--- src/hw/mmr_window_defs.svh ---
// Word addresses, subbank indices and reset values of the register window
`ifndef MMR_WINDOW_DEFS_SVH
`define MMR_WINDOW_DEFS_SVH

`define P0_RX_HI_ADDR      16'h0020
`define P0_RX_LO_ADDR      16'h0021
`define P0_TX_HI_ADDR      16'h0022
`define P0_TX_LO_ADDR      16'h0023
`define WAIT_CFG_ADDR      16'h0028
`define BANK_SW_ADDR       16'h0029
`define WAIT_CTL_ADDR      16'h002b
`define HOST_CTL_ADDR      16'h002c
`define P2_RX_HI_ADDR      16'h0030
`define P2_RX_LO_ADDR      16'h0031
`define P2_TX_HI_ADDR      16'h0032
`define P2_TX_LO_ADDR      16'h0033
`define P2_PTR_ADDR        16'h0034
`define P2_WIN_ADDR        16'h0035
`define P0_PTR_ADDR        16'h0038
`define P0_WIN_ADDR        16'h0039
`define PIN_DIR_ADDR       16'h003c
`define PIN_LVL_ADDR       16'h003d
`define PART_ID_ADDR       16'h003e
`define P1_RX_HI_ADDR      16'h0040
`define P1_RX_LO_ADDR      16'h0041
`define P1_TX_HI_ADDR      16'h0042
`define P1_TX_LO_ADDR      16'h0043
`define P1_PTR_ADDR        16'h0048
`define P1_WIN_ADDR        16'h0049
`define XFER_PRIO_ADDR     16'h0054
`define XFER_PTR_ADDR      16'h0055
`define XFER_WIN_INC_ADDR  16'h0056
`define XFER_WIN_ADDR      16'h0057
`define CLK_MODE_ADDR      16'h0058
`define RESERVED_PROBE     16'h002a

// Subbank order: control 1/2, rx 1/2, tx 1/2, rate 1/2, multichannel 1/2,
// rx enable A/B, tx enable A/B, pin control; then rx C,D tx C,D ... tx G,H
`define IDX_PORT_CTL_ONE   5'h00
`define IDX_PIN_CTL        5'h0e
`define IDX_EXT_FIRST      5'h10
`define IDX_EXT_LAST       5'h1b
`define SER_BANK_DEPTH     28

`define REG_RESET_VALUE    16'h0000
`define PIN_FIELD_MASK     16'h00ff

`endif

--- src/hw/mmr_window_pkg.sv ---
// Types shared by the register window and the serial subbank
package mmr_window_pkg;
`include "mmr_window_defs.svh"

  typedef enum logic [4:0] {
    SEL_NONE, SEL_WAIT_CFG, SEL_BANK_SW, SEL_WAIT_CTL, SEL_HOST,
    SEL_RX_HI, SEL_RX_LO, SEL_TX_HI, SEL_TX_LO, SEL_SER_PTR,
    SEL_SER_WIN, SEL_PIN_DIR, SEL_PIN_LVL, SEL_PART_ID,
    SEL_XFER_PRIO, SEL_XFER_PTR, SEL_XFER_WIN_INC, SEL_XFER_WIN,
    SEL_CLK_MODE
  } sel_t;

  typedef struct packed {
    logic [15:0]                      ptr;
    logic [`SER_BANK_DEPTH-1:0][15:0] ctl;
  } ser_bank_state_t;

  typedef struct packed {
    logic [15:0]           wait_cfg;
    logic [15:0]           bank_sw;
    logic [15:0]           wait_ctl;
    logic [15:0]           host_ctl;
    logic [15:0]           pin_dir;
    logic [15:0]           pin_lvl;
    logic [15:0]           xfer_prio;
    logic [15:0]           xfer_ptr;
    logic [15:0]           clk_mode;
    logic [2:0][1:0][15:0] tx;
    logic [2:0][1:0]       tx_wr;
    logic [2:0]            rx_rd;
    logic                  xfer_wr;
    logic                  xfer_rd;
    logic [15:0]           xfer_addr;
    logic [15:0]           xfer_data;
    logic [15:0]           rd_data;
    logic                  rd_valid;
  } mmr_state_t;
endpackage

--- src/hw/mmr_window.sv ---
// Peripheral register window decoder with serial and transfer subbanks
`timescale 1ns/1ps
`include "mmr_window_defs.svh"

// Contract
// - Each serial port has a subbank pointer
// - Window reads/writes the register the pointer selects
// - Port 0 pointer at 38h, window 39h
// - Port 1 pointer at 48h, window 49h
// - Port 2 pointer at 34h, window 35h
// - Indices 00h-0Eh select the basic control set
// - Indices 10h-1Bh select extra channel enables
// - Host control at 2Ch only when mux select zero
// - Wait config 28h, bank switch 29h, wait control 2Bh
// - Port 2 data words at 30h-33h
// - Port 1 data words at 40h-43h
// - Pin direction 3Ch, pin status 3Dh, ID 3Eh
// - Transfer priority 54h, pointer 55h, windows 56h/57h
// - Clock mode register at 58h
// - Access through 56h advances transfer pointer
// - Port 0 data words at 20h-23h
module mmr_window
  import mmr_window_pkg::*;
#(
  parameter logic [15:0] PART_ID = 16'h5a00 // Arbitrary identity value
)(
  input  wire logic                                  ref_clk,
  input  wire logic                                  rst,
  input  wire logic                                  clk_en,
  input  wire logic [15:0]                           mem_addr,
  input  wire logic                                  mem_rd,
  input  wire logic                                  mem_wr,
  input  wire logic [15:0]                           mem_wdata,
  output logic      [15:0]                           mem_rdata,
  output logic                                       mem_rvalid,
  input  wire logic                                  host_port_mux_select,
  input  wire logic [2:0][1:0][15:0]                 rx_word,
  output logic      [2:0]                            rx_taken,
  output logic      [2:0][1:0][15:0]                 tx_word,
  output logic      [2:0][1:0]                       tx_loaded,
  output logic      [2:0][`SER_BANK_DEPTH-1:0][15:0] ser_ctl,
  output logic      [15:0]                           wait_state_config,
  output logic      [15:0]                           bank_switch_control,
  output logic      [15:0]                           wait_state_control,
  output logic      [15:0]                           host_port_control,
  output logic      [15:0]                           clock_mode_control,
  output logic      [15:0]                           transfer_priority_enable,
  output logic      [7:0]                            pin_direction_control,
  output logic      [7:0]                            pin_level_out,
  input  wire logic [7:0]                            pin_level_in,
  output logic      [15:0]                           transfer_bank_pointer,
  input  wire logic [15:0]                           transfer_rdata,
  output logic                                       transfer_rd,
  output logic                                       transfer_wr,
  output logic      [15:0]                           transfer_addr,
  output logic      [15:0]                           transfer_wdata
);

  mmr_state_t  state_ff;
  mmr_state_t  nxt_state;
  sel_t        sel;
  logic [1:0]  prt;
  logic [2:0]  ptr_wr;
  logic [2:0]  win_wr;
  logic [2:0][15:0] ser_ptr;
  logic [2:0][15:0] win_rdata;
  logic [15:0] pin_read;

  // Word address to register kind; the serial port comes from port_of
  function automatic sel_t reg_sel(input logic [15:0] a);
    case (a)
      `WAIT_CFG_ADDR:     reg_sel = SEL_WAIT_CFG;
      `BANK_SW_ADDR:      reg_sel = SEL_BANK_SW;
      `WAIT_CTL_ADDR:     reg_sel = SEL_WAIT_CTL;
      `HOST_CTL_ADDR:     reg_sel = SEL_HOST;
      `P0_RX_HI_ADDR, `P1_RX_HI_ADDR, `P2_RX_HI_ADDR:
        reg_sel = SEL_RX_HI;
      `P0_RX_LO_ADDR, `P1_RX_LO_ADDR, `P2_RX_LO_ADDR:
        reg_sel = SEL_RX_LO;
      `P0_TX_HI_ADDR, `P1_TX_HI_ADDR, `P2_TX_HI_ADDR:
        reg_sel = SEL_TX_HI;
      `P0_TX_LO_ADDR, `P1_TX_LO_ADDR, `P2_TX_LO_ADDR:
        reg_sel = SEL_TX_LO;
      `P0_PTR_ADDR, `P1_PTR_ADDR, `P2_PTR_ADDR:
        reg_sel = SEL_SER_PTR;
      `P0_WIN_ADDR, `P1_WIN_ADDR, `P2_WIN_ADDR:
        reg_sel = SEL_SER_WIN;
      `PIN_DIR_ADDR:      reg_sel = SEL_PIN_DIR;
      `PIN_LVL_ADDR:      reg_sel = SEL_PIN_LVL;
      `PART_ID_ADDR:      reg_sel = SEL_PART_ID;
      `XFER_PRIO_ADDR:    reg_sel = SEL_XFER_PRIO;
      `XFER_PTR_ADDR:     reg_sel = SEL_XFER_PTR;
      `XFER_WIN_INC_ADDR: reg_sel = SEL_XFER_WIN_INC;
      `XFER_WIN_ADDR:     reg_sel = SEL_XFER_WIN;
      `CLK_MODE_ADDR:     reg_sel = SEL_CLK_MODE;
      default:            reg_sel = SEL_NONE;
    endcase
  endfunction

  function automatic logic [1:0] port_of(input logic [15:0] a);
    case (a[7:4])
      4'h2:    port_of = 2'd0;
      4'h3:    port_of = (a[3:0] >= 4'h8) ? 2'd0 : 2'd2;
      default: port_of = 2'd1;
    endcase
  endfunction

  assign sel = reg_sel(mem_addr);
  assign prt = port_of(mem_addr);

  genvar p;
  generate
    for (p = 0; p < 3; p++) begin : g_port
      assign ptr_wr[p] = mem_wr && (sel == SEL_SER_PTR) && (prt == 2'(p));
      assign win_wr[p] = mem_wr && (sel == SEL_SER_WIN) && (prt == 2'(p));
      serial_bank u_bank (
        .ref_clk   (ref_clk),
        .rst       (rst),
        .clk_en    (clk_en),
        .ptr_wr    (ptr_wr[p]),
        .win_wr    (win_wr[p]),
        .wr_data   (mem_wdata),
        .ptr_q     (ser_ptr[p]),
        .ctl_q     (ser_ctl[p]),
        .win_rdata (win_rdata[p])
      );
    end
  endgenerate

  // Input pins show the live level, output pins the driven value
  assign pin_read = ((state_ff.pin_dir & state_ff.pin_lvl) |
                     (~state_ff.pin_dir & {8'h00, pin_level_in})) &
                    `PIN_FIELD_MASK;

  always_comb begin
    nxt_state          = state_ff;
    nxt_state.tx_wr    = '0;
    nxt_state.rx_rd    = '0;
    nxt_state.xfer_wr  = 1'b0;
    nxt_state.xfer_rd  = 1'b0;
    nxt_state.rd_valid = mem_rd;
    if (mem_rd) begin
      case (sel)
        SEL_WAIT_CFG: nxt_state.rd_data = state_ff.wait_cfg;
        SEL_BANK_SW:  nxt_state.rd_data = state_ff.bank_sw;
        SEL_WAIT_CTL: nxt_state.rd_data = state_ff.wait_ctl;
        SEL_HOST: begin
          // Absent while the host pins are muxed to the other mode
          nxt_state.rd_data = host_port_mux_select ? 16'h0000
                                                   : state_ff.host_ctl;
        end
        SEL_RX_HI: begin
          nxt_state.rd_data   = rx_word[prt][1];
          nxt_state.rx_rd[prt] = 1'b1;
        end
        SEL_RX_LO: begin
          nxt_state.rd_data   = rx_word[prt][0];
          nxt_state.rx_rd[prt] = 1'b1;
        end
        SEL_TX_HI:    nxt_state.rd_data = state_ff.tx[prt][1];
        SEL_TX_LO:    nxt_state.rd_data = state_ff.tx[prt][0];
        SEL_SER_PTR:  nxt_state.rd_data = ser_ptr[prt];
        SEL_SER_WIN:  nxt_state.rd_data = win_rdata[prt];
        SEL_PIN_DIR:  nxt_state.rd_data = state_ff.pin_dir;
        SEL_PIN_LVL:  nxt_state.rd_data = pin_read;
        SEL_PART_ID:  nxt_state.rd_data = PART_ID;
        SEL_XFER_PRIO: nxt_state.rd_data = state_ff.xfer_prio;
        SEL_XFER_PTR: nxt_state.rd_data = state_ff.xfer_ptr;
        SEL_XFER_WIN_INC, SEL_XFER_WIN: begin
          nxt_state.rd_data   = transfer_rdata;
          nxt_state.xfer_rd   = 1'b1;
          nxt_state.xfer_addr = state_ff.xfer_ptr;
        end
        SEL_CLK_MODE: nxt_state.rd_data = state_ff.clk_mode;
        default:      nxt_state.rd_data = 16'h0000;
      endcase
    end
    if (mem_wr) begin
      case (sel)
        SEL_WAIT_CFG: nxt_state.wait_cfg = mem_wdata;
        SEL_BANK_SW:  nxt_state.bank_sw  = mem_wdata;
        SEL_WAIT_CTL: nxt_state.wait_ctl = mem_wdata;
        SEL_HOST: begin
          if (!host_port_mux_select) begin
            nxt_state.host_ctl = mem_wdata;
          end
        end
        SEL_TX_HI: begin
          nxt_state.tx[prt][1]    = mem_wdata;
          nxt_state.tx_wr[prt][1] = 1'b1;
        end
        SEL_TX_LO: begin
          nxt_state.tx[prt][0]    = mem_wdata;
          nxt_state.tx_wr[prt][0] = 1'b1;
        end
        SEL_PIN_DIR:  nxt_state.pin_dir = mem_wdata & `PIN_FIELD_MASK;
        SEL_PIN_LVL:  nxt_state.pin_lvl = mem_wdata & `PIN_FIELD_MASK;
        SEL_XFER_PRIO: nxt_state.xfer_prio = mem_wdata;
        SEL_XFER_PTR: nxt_state.xfer_ptr  = mem_wdata;
        SEL_XFER_WIN_INC, SEL_XFER_WIN: begin
          nxt_state.xfer_wr   = 1'b1;
          nxt_state.xfer_addr = state_ff.xfer_ptr;
          nxt_state.xfer_data = mem_wdata;
        end
        SEL_CLK_MODE: nxt_state.clk_mode = mem_wdata;
        default: begin
          // Serial subbank writes land in the bank instances
        end
      endcase
    end
    // One step per access even when a read and write coincide
    if ((mem_rd || mem_wr) && (sel == SEL_XFER_WIN_INC)) begin
      nxt_state.xfer_ptr = state_ff.xfer_ptr + 16'h0001;
    end
  end

  // Low clk_en holds every register, strobes included
  always_ff @(posedge ref_clk) begin
    if (rst) begin
      state_ff           <= '0;
      state_ff.wait_cfg  <= `REG_RESET_VALUE;
      state_ff.bank_sw   <= `REG_RESET_VALUE;
      state_ff.wait_ctl  <= `REG_RESET_VALUE;
      state_ff.host_ctl  <= `REG_RESET_VALUE;
      state_ff.clk_mode  <= `REG_RESET_VALUE;
      state_ff.xfer_prio <= `REG_RESET_VALUE;
      state_ff.xfer_ptr  <= `REG_RESET_VALUE;
    end else if (clk_en) begin
      state_ff <= nxt_state;
    end
  end

  assign mem_rdata                = state_ff.rd_data;
  assign mem_rvalid               = state_ff.rd_valid;
  assign rx_taken                 = state_ff.rx_rd;
  assign tx_word                  = state_ff.tx;
  assign tx_loaded                = state_ff.tx_wr;
  assign wait_state_config        = state_ff.wait_cfg;
  assign bank_switch_control      = state_ff.bank_sw;
  assign wait_state_control       = state_ff.wait_ctl;
  assign host_port_control        = state_ff.host_ctl;
  assign clock_mode_control       = state_ff.clk_mode;
  assign transfer_priority_enable = state_ff.xfer_prio;
  assign pin_direction_control    = state_ff.pin_dir[7:0];
  assign pin_level_out            = state_ff.pin_lvl[7:0];
  assign transfer_bank_pointer    = state_ff.xfer_ptr;
  assign transfer_rd              = state_ff.xfer_rd;
  assign transfer_wr              = state_ff.xfer_wr;
  assign transfer_addr            = state_ff.xfer_addr;
  assign transfer_wdata           = state_ff.xfer_data;
endmodule

--- src/hw/serial_bank.sv ---
// Pointer and indirect control-register bank of one serial port
`timescale 1ns/1ps
`include "mmr_window_defs.svh"
module serial_bank
  import mmr_window_pkg::*;
(
  input  wire logic                             ref_clk,
  input  wire logic                             rst,
  input  wire logic                             clk_en,
  input  wire logic                             ptr_wr,
  input  wire logic                             win_wr,
  input  wire logic [15:0]                      wr_data,
  output logic      [15:0]                      ptr_q,
  output logic      [`SER_BANK_DEPTH-1:0][15:0] ctl_q,
  output logic      [15:0]                      win_rdata
);

  ser_bank_state_t state_ff;
  ser_bank_state_t nxt_state;
  logic            idx_ok;
  logic [4:0]      idx;

  // Slot 0Fh and anything past 1Bh reach nothing
  assign idx    = state_ff.ptr[4:0];
  assign idx_ok = (state_ff.ptr[15:5] == 11'h000) &&
                  ((idx <= `IDX_PIN_CTL) ||
                   ((idx >= `IDX_EXT_FIRST) && (idx <= `IDX_EXT_LAST)));

  always_comb begin
    nxt_state = state_ff;
    if (ptr_wr) begin
      nxt_state.ptr = wr_data;
    end
    if (win_wr && idx_ok) begin
      nxt_state.ctl[idx] = wr_data;
    end
  end

  always_ff @(posedge ref_clk) begin
    if (rst) begin
      state_ff <= '0;
    end else if (clk_en) begin
      state_ff <= nxt_state;
    end
  end

  assign ptr_q     = state_ff.ptr;
  assign ctl_q     = state_ff.ctl;
  assign win_rdata = idx_ok ? state_ff.ctl[idx] : 16'h0000;

endmodule

--- config.mk ---
export PLATFORM = sky130hd
export DESIGN_NAME = mmr_window
export DESIGN_NICKNAME = d
export VERILOG_FILES = /design/src/hw/mmr_window_pkg.sv /design/src/hw/mmr_window.sv /design/src/hw/serial_bank.sv
export VERILOG_INCLUDE_DIRS = /design/src /design/src/hw
export SDC_FILE = /design/constraint.sdc
export NUM_CORES = 2
export LEC_CHECK = 0
export BUFFER_PORTS_ARGS = -buffer_cell sky130_fd_sc_hd__buf_2
export CELL_PAD_IN_SITES_DETAIL_PLACEMENT = 0
export CELL_PAD_IN_SITES_GLOBAL_PLACEMENT = 1
export CORE_AREA = 3 3 701 703
export DETAILED_ROUTE_END_ITERATION = 10
export DIE_AREA = 0 0 704 706
export PLACE_DENSITY = 0.46
export SYNTH_ARGS = -nofsm -noshare
export SYNTH_HDL_FRONTEND = slang
export SYNTH_HIERARCHICAL = 1
export SYNTH_SLANG_ARGS = --single-unit
--- constraint.sdc ---
create_clock -name ref_clk -period 12 [get_ports ref_clk]
set_input_delay 0.6 -clock ref_clk [delete_from_list [all_inputs] [get_ports ref_clk]]
set_output_delay 0.6 -clock ref_clk [all_outputs]
set_load 0.1 [all_outputs]
==> impl_metrics.ini <==
[status]
status = complete, no violations

[synthesis]
netlist_top_cells_count = dfxtp_1, a21oi_1, nand3_1
netlist.area_leader.share_pct = 40.5
netlist_instances = 9862
yosys.area.top_type = dfxtp_1
synthMuxAreaShare_pct = 9.32
synthDistinctLibCells = 111
synth_top_family_by_area = compound AO/OA/AOI/OAI gates
synth_area_leaders = dfxtp_1, a21oi_1, nand3_1
postSynthAreaPerCell_um2 = 8.41
ys_seq_elements = 1676
synth-edff-count = 0
synthSimpleGateAreaFrac_pct = 18.5
synth_compound_area_share_pct = 23.4
async_flop_share_pct = 0
synthAdderAreaFrac_pct = 0.0754
ys.flop_type = dfxtp_1
yosysMostFrequentCell = dfxtp_1
syn_nets = 10000
yosysSeqAreaShare_pct = 40.5
synth-xor-area-share_pct = 0.0106
synth_warnings = 6
syn-cell-area_mm2 = 0.0829

[drt]
wire_per_inst_um = 36.1
drc = 0
drt-total-wl_um = 639000
drt_pass1_iterations = 6
ant_nets = 0
vias_per_cell = 5.06
drtIter0Drc = 10500
vias = 89500

[final_layout]
final_layout_size_suffix_gt1_share_pct = 25.4
largest_register_ffs = 1344
fin_nets = 11200
final_cells = 17700
fin_util_pct = 21.5
syn_to_final_growth_pct = 25.7

[die]
fp.dieW_um = 704
initial_core_util_pct = 17.1
core_area_mm2 = 0.486
fp-row-count = 256
die_area_mm2 = 0.497
die_h_um = 706
pin_count = 1786

[hold_path]
min-delay-start = mem_wdata[9]
min_path_type = in2reg
holdPathStages = 3

[critical_path]
end_kind = flip-flop
path_class = reg2reg
timing.critical_path.from = g_port[0].u_bank/ptr_q[1]
start_kind = flip-flop
crit_path_max_incr_delay_ps = 1150
r2r_cells = 12
crit_path_frequent_cell = buf_4
worstPathMaxFanout = 34
crit_chain = buf_4 -> buf_4 -> buf_4 -> mux2i_1 -> a22oi_1 -> nand4_1 -> nor4_1 -> mux2i_1 -> a2111oi_1 -> a221o_1 -> a2111oi_0 -> a21oi_1
slowest_stage = a2111oi_1
cp.arrival_ps = 6820
r2r_start = g_port[0].u_bank/ptr_q[1]
required_ps = 12810

[sta]
finalCritPeriodShare_pct = 50.2
slew_headroom_pct = 6.87
drv_slew = 0
rsz0062_at_grt = false
clock_skew_ps = 137
worst_slack_ps = 5980
max_freq_ghz = 0.166
whs_ps = 138
tightest_slew_ps = 1390
hold_viol_final = 0
setup_viol = 0
fin_crit_ps = 6020
setup_tns_ps = 0

[power]
power.density_mw_per_mm2 = 127
p_leak_nw = 35.9
peakVddDrop_v = 0.000134

[placed_design]
dp_hpwl_um = 465000
place_inst = 17300
numPortBuffers = 1785
gp_congestion = 0.940
place_ws_ps = 5690

[clock_tree]
post_cts_resized = 0
clk_pin_slew_worst_paths_ps = 60
cts_tree = yes
cts_root_buffer = clkbuf_16
cts_made_buffers = 225
htree_levels = 4
clockBufferDepth = 4
clk_latency_ps = 980
clock_sinks = 1676

[grt]
grt_pass1_vias = 83400
grt_max_degree = 209
grt_pass1_wl_um = 838000
grt-ovfl-total = 0
antenna_found_initial = 46
gr-usage-all-layers_pct = 24.3

[job]
maxCapViolCount = 0
==> critical path: cells and delay by family, from the launching register on <==
kind	cells	cell delay (ps)
compound gates	5	1980
flops	1	760
simple gates	2	750
mux	2	620
buf+inv	3	1740
==> worst paths after layout <==
check                                              endpoint  slack [ps]
worst max-delay path                          mem_rdata[10]        5980
worst min-delay path            g_port[0].u_bank/ctl_q[377]         140
worst max register to register                mem_rdata[10]        5980
worst min register to register                mem_rdata[12]         440
==> cell type report <==
type | count | area (µm²)
Antenna cell | 8 | 20.0
Clock inverter | 89 | 1090
Timing Repair Buffer | 2118 | 11800
Sequential cell | 1676 | 33600
Tap cell | 6450 | 8070
Fill cell | 54300 | 381000
Clock buffer | 323 | 6470
Multi-Input combinational cell | 7016 | 43200
Inverter | 8 | 30.0
==> per-layer routing <==
| layer | wire length (µm) | GRT usage, % | up-vias |
|---|---|---|---|
| li1 | - | - | 38500 |
| met1 | 256000 | 30.0 | 45900 |
| met2 | 296000 | 39.5 | 4293 |
| met3 | 47500 | 5.23 | 779 |
| met4 | 39800 | 12.6 | 4 |
| met5 | 23 | 0 | - |
==> repair_timing <==
action	4_1_cts	5_1_grt
hold buffers	1	0
hold endpoints to repair	1	0
buffers inserted	0	0
==> report_power, final <==
part / internal (mW) / switching [mW] / total (mW) / leakage (nW)
combinational: 0.0743 / 0.445 / 0.519 / 18.7
clock: 4.12 / 2.99 / 7.11 / 3.71
sequential: 5.56 / 0.000115 / 5.56 / 13.5
total: 9.75 / 3.44 / 13.2 / 35.9
==> layout by cell type (no fill, tap or decap), drive strengths merged, types with 17 or more instances in the layout <==
master      n
o21ai    1328
o22ai      56
nor2      162
nand4     100
a21oi    1674
nand2     806
nor4      118
a2111oi    49
nor2b      57
buf      2108
bufinv     17
nand2b     26
inv        17
and3       27
o211ai     23
a22oi     212
nand3    1338
mux4      105
a31oi      61
mux2i     530
dfxtp    1676
nor3       44
clkinv     52
clkbuf    332
==> through the flow <==
step / cell area [µm²] / total power [mW]
after global routing: 104000 / 13.5
final: 104000 / 13.2
after detailed placement: 96700 / 6.20
after CTS: 104000 / 13.3
after global placement: 96700 / 6.20
after floorplan: 82900 / 5.94
==> logic make-up (layout without fill, tap and decap cells) <==
| logic type | after synthesis | count (layout) |
|---|---|---|
| xor gates and xnor gates | 1 | 1 |
| buffers and inverters | 1170 | 2538 |
| other | 0 | 8 |
| and+or+nand+nor | 2815 | 2815 |
| AOI/OAI and AO/OA | 3555 | 3555 |
| muxes | 640 | 640 |
| DFF | 1676 | 1676 |
| adders and majority gates | 5 | 5 |
Note: power is estimated with default switching activity, not from simulation.
